--- src/pkg/overlay_unpacker_map.vh ---
`ifndef OVERLAY_UNPACKER_MAP_VH
`define OVERLAY_UNPACKER_MAP_VH
// Pixel format codes
`define FMT_1BPP 3'h0
`define FMT_2BPP 3'h1
`define FMT_4BPP 3'h2
`define FMT_8BPP 3'h3
`define FMT_12BPP 3'h4
// Pixels per word, minus one, per format
`define LAST_1BPP 5'h1F
`define LAST_2BPP 5'h0F
`define LAST_4BPP 5'h07
`define LAST_8BPP 5'h03
`define LAST_12BPP 5'h01
// Colour lookup table geometry
`define CLUT_DEPTH 256
`define CLUT_AW 8
`define CLUT_DW 12
// Direct colour field positions within a halfword
`define BLUE_LSB 0
`define GREEN_LSB 4
`define RED_LSB 8
`endif

--- src/clut_memory.v ---
`timescale 1ns/10ps
// Colour lookup table, one write port, registered read data
module clut_memory (
  input wire clk_in,
  input wire wr_en_in,
  input wire [7:0] wr_addr_in,
  input wire [11:0] wr_data_in,
  input wire [7:0] rd_addr_in,
  output reg [11:0] rd_data_out
);
  reg [11:0] mem [0:255];

  // No reset on the array; software loads it before use
  always @(posedge clk_in) begin
    if (wr_en_in) begin
      mem[wr_addr_in] <= wr_data_in;
    end
    rd_data_out <= mem[rd_addr_in];
  end
endmodule // clut_memory

--- src/overlay_pixel_unpacker.v ---
`timescale 1ns/10ps
`include "overlay_unpacker_map.vh"
// Overview of operation
// - Pending flag stays high after update request until new attributes apply, then clears.
// - 1 bpp: thirty-two pixels per word, pixel zero in bit zero.
// - 2 bpp: sixteen pixels per word, pixel zero in bits one to zero.
// - 4 bpp: eight pixels per word, pixel zero in bits three to zero.
// - 8 bpp: four byte pixels per word, pixel zero in lowest byte.
// - 12 bpp: two pixels per word, blue lowest nibble, top nibble ignored.
// - Palette formats index the lookup table and output the selected entry.
module overlay_pixel_unpacker (
  input wire clk_in,
  input wire resetn_in,
  // Attribute shadowing
  input wire [2:0] attr_format_in,
  input wire attribute_update_request_in,
  input wire frame_start_in,
  output reg attribute_update_pending_out,
  output reg [2:0] active_format_out,
  // Lookup table load port
  input wire clut_wr_en_in,
  input wire [7:0] clut_wr_addr_in,
  input wire [11:0] clut_wr_data_in,
  // Frame buffer words
  input wire word_valid_in,
  input wire [31:0] word_data_in,
  output wire word_ready_out,
  // Pixels toward display
  output wire pixel_valid_out,
  output wire [11:0] pixel_rgb_out,
  input wire pixel_ready_in
);
  // Word walker states, one-hot
  localparam ST_IDLE = 2'h1;
  localparam ST_BUSY = 2'h2;

  // Current word, its pixel counter and the format latched with it
  reg [1:0] state;
  reg [31:0] word;
  reg [4:0] index;
  reg [4:0] last_index;
  reg [2:0] fmt;
  // Pixel picked out of the word, as table index or direct colour
  reg [7:0] clut_index;
  reg [11:0] direct_rgb;
  // Stage 1: address issued to table; stage 2: data in buffer
  reg s1_valid;
  reg s1_direct;
  reg [11:0] s1_rgb;
  wire [11:0] clut_data;
  // Two-entry output buffer
  reg [11:0] buf_data0;
  reg [11:0] buf_data1;
  reg [1:0] buf_count;
  wire buf_push;
  wire buf_pop;
  // Buffer room and issue strobe
  wire room;
  wire emit;
  wire [11:0] push_data;

  // Shadowed attributes apply at the next frame start; pending shows the wait
  // Applying only at a frame boundary keeps one frame in one format
  // A request that meets the apply cycle is lost; the user must request again
  always @(posedge clk_in) begin
    if (!resetn_in) begin
      attribute_update_pending_out <= 1'h0;
      active_format_out <= `FMT_1BPP;
    end else if (attribute_update_pending_out && frame_start_in) begin
      active_format_out <= attr_format_in;
      attribute_update_pending_out <= 1'h0;
    end else if (attribute_update_request_in) begin
      attribute_update_pending_out <= 1'h1;
    end
  end

  // Last pixel index of a word for each format
  // Codes outside the five formats fall back to the 1 bpp walk
  always @* begin
    case (fmt)
      `FMT_1BPP: last_index = `LAST_1BPP;
      `FMT_2BPP: last_index = `LAST_2BPP;
      `FMT_4BPP: last_index = `LAST_4BPP;
      `FMT_8BPP: last_index = `LAST_8BPP;
      `FMT_12BPP: last_index = `LAST_12BPP;
      default: last_index = `LAST_1BPP;
    endcase
  end

  // Pixel extraction, little endian, pixel zero in the low bits
  always @* begin
    clut_index = 8'h00;
    direct_rgb = 12'h000;
    case (fmt)
      // Palette formats: the lowest pixel sits in the lowest bits
      `FMT_1BPP: clut_index = {7'h00, word[index]};
      `FMT_2BPP: clut_index = {6'h00, word[{index[3:0], 1'h0} +: 2]};
      `FMT_4BPP: clut_index = {4'h0, word[{index[2:0], 2'h0} +: 4]};
      `FMT_8BPP: clut_index = word[{index[1:0], 3'h0} +: 8];
      `FMT_12BPP: begin
        // Top nibble of each halfword is dropped
        direct_rgb[3:0] = word[{index[0], 4'h0} + `BLUE_LSB +: 4];
        direct_rgb[7:4] = word[{index[0], 4'h0} + `GREEN_LSB +: 4];
        direct_rgb[11:8] = word[{index[0], 4'h0} + `RED_LSB +: 4];
      end
      default: clut_index = 8'h00;
    endcase
  end

  // Room for one more pixel, counting the one still in the table read
  // Waiting on the in-flight pixel costs a cycle after a stall but keeps the buffer at two
  // Issue also waits while the receiver stalls with the buffer full
  assign room = (buf_count == 2'h0) || (buf_count == 2'h1 && !s1_valid) || buf_pop;
  // One pixel per cycle while the buffer has room for what is in flight
  assign emit = (state == ST_BUSY) && room;
  // Ready only between words, so each word costs one idle cycle
  assign word_ready_out = (state == ST_IDLE);

  // Walk the word's pixels in order, then take the next word
  always @(posedge clk_in) begin
    if (!resetn_in) begin
      state <= ST_IDLE;
      word <= 32'h00000000;
      index <= 5'h00;
      fmt <= `FMT_1BPP;
    end else begin
      case (state)
        ST_IDLE: begin
          // Format is latched per word so an update never splits a word
          if (word_valid_in) begin
            word <= word_data_in;
            fmt <= active_format_out;
            index <= 5'h00;
            state <= ST_BUSY;
          end
        end
        ST_BUSY: begin
          if (emit) begin
            // Leave once the last pixel of the word has been issued
            if (index == last_index) begin
              state <= ST_IDLE;
            end else begin
              index <= index + 5'h01;
            end
          end
        end
        default: state <= ST_IDLE;
      endcase
    end
  end

  // Table read data arrive one cycle after the index
  clut_memory u_clut (
    .clk_in(clk_in),
    .wr_en_in(clut_wr_en_in),
    .wr_addr_in(clut_wr_addr_in),
    .wr_data_in(clut_wr_data_in),
    .rd_addr_in(clut_index),
    .rd_data_out(clut_data)
  );

  // Match direct colour to the table's one-cycle read latency
  always @(posedge clk_in) begin
    if (!resetn_in) begin
      s1_valid <= 1'h0;
      s1_direct <= 1'h0;
      s1_rgb <= 12'h000;
    end else begin
      // Valid and the direct flag travel with the pixel they belong to
      s1_valid <= emit;
      s1_direct <= (fmt == `FMT_12BPP);
      s1_rgb <= direct_rgb;
    end
  end

  // Palette pixels take the table entry; direct pixels bypass the table
  assign push_data = s1_direct ? s1_rgb : clut_data;
  // Buffer handshake on both sides
  assign buf_push = s1_valid;
  assign buf_pop = (buf_count != 2'h0) && pixel_ready_in;
  assign pixel_valid_out = (buf_count != 2'h0);
  // Pixel data leave straight from the head flip-flop
  assign pixel_rgb_out = buf_data0;

  // Two-entry buffer; a receiver stall never drops a pixel
  always @(posedge clk_in) begin
    if (!resetn_in) begin
      buf_count <= 2'h0;
      buf_data0 <= 12'h000;
      buf_data1 <= 12'h000;
    end else begin
      case ({buf_push, buf_pop})
        // Push only: fill the first free entry
        2'h2: begin
          if (buf_count == 2'h0) begin
            buf_data0 <= push_data;
          end else begin
            buf_data1 <= push_data;
          end
          buf_count <= buf_count + 2'h1;
        end
        // Pop only: the second entry moves to the head
        2'h1: begin
          buf_data0 <= buf_data1;
          buf_count <= buf_count - 2'h1;
        end
        // Both: head leaves, the new pixel joins behind what remains
        2'h3: begin
          if (buf_count == 2'h1) begin
            buf_data0 <= push_data;
          end else begin
            buf_data0 <= buf_data1;
            buf_data1 <= push_data;
          end
        end
        default: buf_count <= buf_count;
      endcase
    end
  end
endmodule // overlay_pixel_unpacker
--- config.mk ---
export PLATFORM = sky130hd
export DESIGN_NAME = overlay_pixel_unpacker
export DESIGN_NICKNAME = d
export VERILOG_FILES = /design/src/clut_memory.v /design/src/overlay_pixel_unpacker.v
export VERILOG_INCLUDE_DIRS = /design/src /design/src/pkg
export SDC_FILE = /design/constraint.sdc
export NUM_CORES = 2
export LEC_CHECK = 0
export CAP_MARGIN = 10
export CORE_UTILIZATION = 51
export DETAILED_ROUTE_END_ITERATION = 16
export DONT_BUFFER_PORTS = 1
export PLACE_DENSITY = 0.71
export SYNTH_ARGS = -nofsm -noshare
export SYNTH_HDL_FRONTEND = slang
export SYNTH_SLANG_ARGS = --single-unit
--- constraint.sdc ---
create_clock -name clk_in -period 3.7 [get_ports clk_in]
set_clock_uncertainty 0.2 [all_clocks]
set_input_delay 0.74 -clock clk_in [delete_from_list [all_inputs] [get_ports clk_in]]
set_output_delay 0.74 -clock clk_in [all_outputs]
set_load 0.005 [all_outputs]
# [Word level (Yosys, flattened, before mapping)]
# Memories as Yosys holds them, arrays and structs flattened. A register that Yosys moved wholly into a read port is not among the register bits.
# Index checks and enable logic that the tools add are counted.
[totals] memories=1 out_inout_bits=18 ramBits=3072 register_bits=86
[op_classes] muxes=22 n_eq_ne=18 n_reduce_logical=21 n_lt_le_gt_ge=1 n_bitwise=1 addsub=5 n_shift=6
[memory_table] name="u_clut.mem" depth=256 width=12 rd=1 rd_ports_with_merged_regs=1 wr=1 line="clut_memory.v:11" source="reg [11:0] mem [0:255];"
[ops] cell="variable part select 32 x 6 -> 4 bit" count=2
[ops] cell="variable part select 32 x 7 -> 4 bit" count=2
[ops] cell="2-to-1 mux 12 bit" count=5
[ops] cell="one-hot mux 12 bit (3 select lines)" count=1
[ops] cell="one-hot mux 8 bit (4 select lines)" count=1
[ops] cell="variable part select 32 x 6 -> 2 bit" count=1
[ops] cell="variable part select 32 x 6 -> 8 bit" count=1
[ops] cell="one-hot mux 12 bit (2 select lines)" count=1
[ops] cell="one-hot mux 5 bit (4 select lines)" count=1
[ops] cell="2-to-1 mux 5 bit" count=3
[ops] cell="!= test 2 bit, second input constant" count=6
[ops] cell="one-hot mux 5 bit (2 select lines)" count=1
[ops] cell="one-hot mux 2 bit (2 select lines)" count=2
[ops] cell="nonzero test 2 bit" count=4
[ops] cell="adder 5 x 3 -> 6 bit, second input constant" count=1
[ops] cell="adder 5 x 4 -> 6 bit, second input constant" count=1
[ops] cell="equality test 2 x 1 -> 1 bit, second input constant" count=3
[ops] cell="equality test 2 bit, second input constant" count=3
[ops] cell="equality test 3 x 2 -> 1 bit, second input constant" count=2
[ops] cell="< comparator 5 x 6 -> 1 bit, second input constant" count=1
[ops] cell="2-to-1 mux 2 bit" count=3
[ops] cell="AND reduction 2 bit" count=3
[ops] cell="AND reduction 3 bit" count=2
[ops] cell="adder 5 x 1 -> 5 bit, second input constant" count=1
[ops] cell="other kinds (17)" count=23

# [Depth between registers and ports, before layout]
[logic_depth] depth_word=7 mapped_depth=20 depth_no_buf=11

# [By module]
# From an unflattened synthesis, not the netlist that was laid out.
[unflattened] hier_cells=6009 hier_area_um2=123268.2
[modules_own_cells] mod="clut_memory" cells_per_inst=5506 area_each_um2=118632.5 n_inst=1
[modules_own_cells] mod="overlay_pixel_unpacker" cells_per_inst=503 area_each_um2=4635.7 n_inst=1

# [Worst setup path before layout]
# No wires, ideal clock.
[synth_timing] kind="register to register" from="reg index[0]" to="reg u_clut.rd_data_out[2] (read register of u_clut.mem)" t_required_ns=3.373 period_less_slack_ns=4.046 t_arrival_ns=3.719 path_stages_with_launch=16 setup_slack_ns=-0.346 cell_sequence="dfxtp_1 -> buf_6 -> mux4_2 -> and2_0 -> o311a_1 -> or2_1 -> buf_2 -> o21ai_4 -> buf_12 -> buf_12 -> mux4_1 -> or2_2 -> a2111oi_0 -> nand3_1 -> nand4_1 -> o41ai_1"
[synth_between] elab_chain_len=3 word_cells_on_any_way=6
[synth_lines] item="start: declaration" line="overlay_pixel_unpacker.v:40" source="reg [4:0] index;"
[synth_lines] item="start signal: assignment" line="overlay_pixel_unpacker.v:143" source="index <= index + 5'h01;"
[synth_lines] item="binary-select mux 1 bit (select 5 bit)" line="overlay_pixel_unpacker.v:96" source="`FMT_1BPP: clut_index = {7'h00, word[index]};"
[synth_lines] item="2-to-1 mux 1 bit (implied by the code)" line="overlay_pixel_unpacker.v:96"
[synth_lines] item="one-hot mux 8 bit (4 select lines) (*)" line="overlay_pixel_unpacker.v:94" source="case (fmt)"
[synth_lines] item="end: declaration" line="clut_memory.v:9" source="output reg [11:0] rd_data_out"
# Every way passes the cells marked *; elsewhere a longest branch is shown, timed or not. The select of a mux whose other input is x is not followed.
# A chain may end at the register's enable or synchronous reset.

# [Final worst setup path]
[layout_timing] from="reg index[1]" to="reg u_clut.rd_data_out[8] (read register of u_clut.mem)"
# Same word-level chain as after synthesis.

==> reports/metrics.yaml <==
clk_pin_slew_ns: 0.07
insertion_delay_ns: 1.00
p_sw_w: 0.01631
synthArstFlopShare_pct: 0
cts_made_buffers: 333
hp-class: "input port to flop"
synth_cell_type_count: 95
hpwlAfterDp_mm: 262.4
antenna_found_initial: 30
p_leak_nw: 52.63
cp.arrival_ns: 5.62
synth_area_um2: 127700
violations: "negative hold slack, negative setup slack"
drt-pass1-iter-count: 8
ys_seq_area_share_pct: 73.78
setup_viol: 12
port_buffers: 0
ios: 80
crit_fanout: 14
cp-start-kind: "flop"
rsz0062_at_grt: "yes"
rrSetupSlack_ns: -1.22
dieArea_um2: 252400
crit_type: "flop to flop"
wl_per_cell_um: 33.10
ant_nets: 0
h-tree-depth: 5
tightest_slew_ns: 1.291
post_layout_nonfiller_instances: 13320
clkSinkCount: 3170
p_comb_share_pct: 5.2
core-area_um2: 248700
drt_iter0_drc: 16550
intPower_w: 0.05923
post-route-period-util_pct: 133.0
initial_core_util_pct: 51.35
required_ns: 4.40
seqPwrFrac_pct: 52.3
via_count: 89300
grtUsageTotal_pct: 34.10
totalWireLength_mm: 440.8
cts_root_buf: "clkbuf_16"
synth_area_per_cell_um2: 14.87
grt_overflow: 0
drive_above_1_share_pct: 22.36
switching_share_pct: 21.59
maxSlewViolCount: 0
placed_cells: 12550
nets: 9780
setup_tns_ns: -12.56
die_width_um: 502.4
vdd_ir_drop_max_mv: 0.5329
grt_pass1_wl_mm: 612.1
num_rows: 183
relSlewSlack_pct: 13.96
ys_ff_latch: 3170
viasPerCell: 6.706
syn_inst: 8586
cts_tree: "done"
grt_max_degree: 257
r2r-start: "index[1]"
drc: 0
holdWs_ns: -0.1160
r2r_cells: 17
hold_viol: 44
grt_pass1_vias: 84150
setup_ws_ns: -1.222
fmax_mhz: 203.2
gp_congestion: 0.9660
fp.dieH_um: 502.4
hold_end: "u_clut.mem[137][2]"
area_delta_synth_final_pct: 20.55
powerDensity_nw_per_um2: 490.8
min_path_cells: 0
endpoint_kind: "flop"
fin_crit_ns: 4.922
min_from: "clut_wr_data_in[2]"
status: "finished, violations left"
p_clk_share_pct: 42.5
synth-edff-count: 3072
ys.flop_type: "edfxtp_1"
yosysWarnings: 0
power_w: 0.07555
maxCapViolations: 0
pre_cts_ws_ns: -1.690
syn_nets: 8654
timing.rr.end: "u_clut.rd_data_out[8]"
clockBufferDepth: 4
## through the flow
stage | util [%] | area [um2]
2_1_floorplan | - | 127900
3_3_place_gp | 56.31 | 140000
3_5_place_dp | 56.31 | 140000
4_1_cts | 61.54 | 153000
5_1_grt | 61.87 | 153900
6_report | 61.90 | 153900
## layout by cell type (no fill, tap or decap), drive strengths merged, types with 28 or more instances in the layout
| master | n |
|---|---|
| a211oi | 57 |
| diode | 33 |
| mux2i | 463 |
| nand4 | 61 |
| a21oi | 162 |
| edfxtp | 3072 |
| nor2 | 859 |
| dlygate4sd3 | 44 |
| a311oi | 37 |
| o21ai | 212 |
| a2111oi | 28 |
| o311ai | 99 |
| dfxtp | 98 |
| a21boi | 40 |
| o221ai | 43 |
| mux4 | 128 |
| mux2 | 37 |
| nand3 | 113 |
| clkbuf | 406 |
| nand2 | 612 |
| or3 | 138 |
| o22ai | 162 |
| a31oi | 52 |
| nor3 | 756 |
| or4 | 33 |
| o211ai | 124 |
| o31ai | 55 |
| clkinv | 140 |
| buf | 1401 |
| nor4 | 148 |
## worst max path at each step
| stage | startpoint | slack (ns) | to |
|---|---|---|---|
| after detailed placement | index[0] | -1.69 | u_clut.rd_data_out[2] |
| after CTS | index[0] | -1.06 | u_clut.rd_data_out[7] |
| final | index[1] | -1.22 | u_clut.rd_data_out[8] |
| after global routing | index[0] | -1.20 | u_clut.rd_data_out[10] |
| after global placement | index[0] | -1.72 | u_clut.rd_data_out[3] |
| after floorplan | index[0] | -0.25 | u_clut.rd_data_out[3] |
## state kept, by name, indices dropped and copies added (netlist names), 2 cells and up
signal and count:
pixel_rgb_out 12, buf_data1 12, u_clut.mem 3072, u_clut.rd_data_out 12, state 2, word 32
buf_count 2, fmt 3, s1_rgb 12, index 5, active_format_out 3
## power by group through the flow
stage / Clock, W / Combinational (W) / Sequential [W]
2_1_floorplan: 0 / 0.00164 / 0.0403
3_3_place_gp: 0 / 0.00267 / 0.0403
3_5_place_dp: 0 / 0.00271 / 0.0403
4_1_cts: 0.0321 / 0.00336 / 0.0395
5_1_grt: 0.0335 / 0.00400 / 0.0395
6_report: 0.0321 / 0.00389 / 0.0395
## layout make-up
type / instances / area (um2)
clock buffers: 404 / 8767
repair buffers: 1455 / 13840
well taps: 3330 / 4167
flip-flops and latches: 3170 / 94220
inverters: 11 / 41.29
clock inverters: 173 / 1436
diodes: 33 / 82.58
fillers: 17550 / 94730
multi-input cells: 4741 / 31380
## critical path, cell delays in order (launching register included)
cell       delay, ns
dfxtp_2         0.33
buf_12          0.15
buf_4           0.15
buf_4           0.16
mux2_2          0.22
o21ai_1         0.06
buf_4           0.14
o31ai_4         0.43
buf_4           0.24
o21ai_4         0.10
buf_4           0.21
buf_4           0.19
buf_4           0.20
nor3_1          0.27
nor4_2          0.13
or4b_4          0.61
a222oi_1        0.81
o2bb2ai_1       0.20
## what timing repair did
item,in CTS,in global routing
endpoints found under the setup margin,12,13
pin swaps,59,22
hold buffers,54,18
hold endpoints to repair,2629,931
buffers inserted,59,13
gates cloned,12,1
resized for setup,232,45
## logic make-up (layout without fill, tap and decap cells)
group                      Yosys count  after routing  share of synthesized area (%)
muxes                              628            628                          6.231
xor gates and xnor gates             4              4                        0.02744
buffers and inverters              675           2043                          2.652
other                                0             33                              0
DFF                               3170           3170                          73.78
adders and majority gates            6              6                        0.05879
and+or+nand+nor                   2816           2816                          10.14
AOI/OAI and AO/OA                 1287           1287                          7.106
## synth_stat cells (16+ instances only)
cell	instances	area share (%)
mux2_2	37	0.33
a21oi_1	160	0.63
a211oi_1	57	0.34
or3_1	138	0.68
nor2_1	859	2.5
edfxtp_1	3072	72
clkbuf_1	325	0.96
o221ai_1	43	0.29
o31ai_1	54	0.32
o41ai_1	19	0.13
o311ai_0	98	0.67
buf_4	30	0.18
o2111ai_1	21	0.14
nor2b_1	26	0.13
o22ai_1	161	0.79
a21boi_0	40	0.24
a22oi_1	24	0.14
nand2_1	611	1.8
and3_1	17	0.083
a2111oi_0	25	0.17
a311oi_1	37	0.25
buf_6	32	0.28
o211a_1	16	0.13
dfxtp_1	98	1.5
buf_1	54	0.16
nand4_1	61	0.30
nor3_1	754	3.0
mux2i_1	463	3.6
o22a_1	16	0.11
or4_1	33	0.19
nand3_1	113	0.44
a221oi_1	22	0.15
o211ai_1	124	0.73
o21ai_0	205	0.80
nor4_1	148	0.73
and2_1	23	0.11
a31oi_1	52	0.25
mux4_2	122	2.2
buf_2	205	0.80
## layer usage
| layer | track usage, % | share of wire [%] | vias to the layer above |
|---|---|---|---|
| met5 | 0 | 0.044 | - |
| met4 | 20.00 | 7.1 | 28 |
| met3 | 10.61 | 15 | 1613 |
| met2 | 50.05 | 43 | 7948 |
| met1 | 44.82 | 34 | 43780 |
| li1 | - | - | 35930 |
Power figures use the tool's default switching activity.
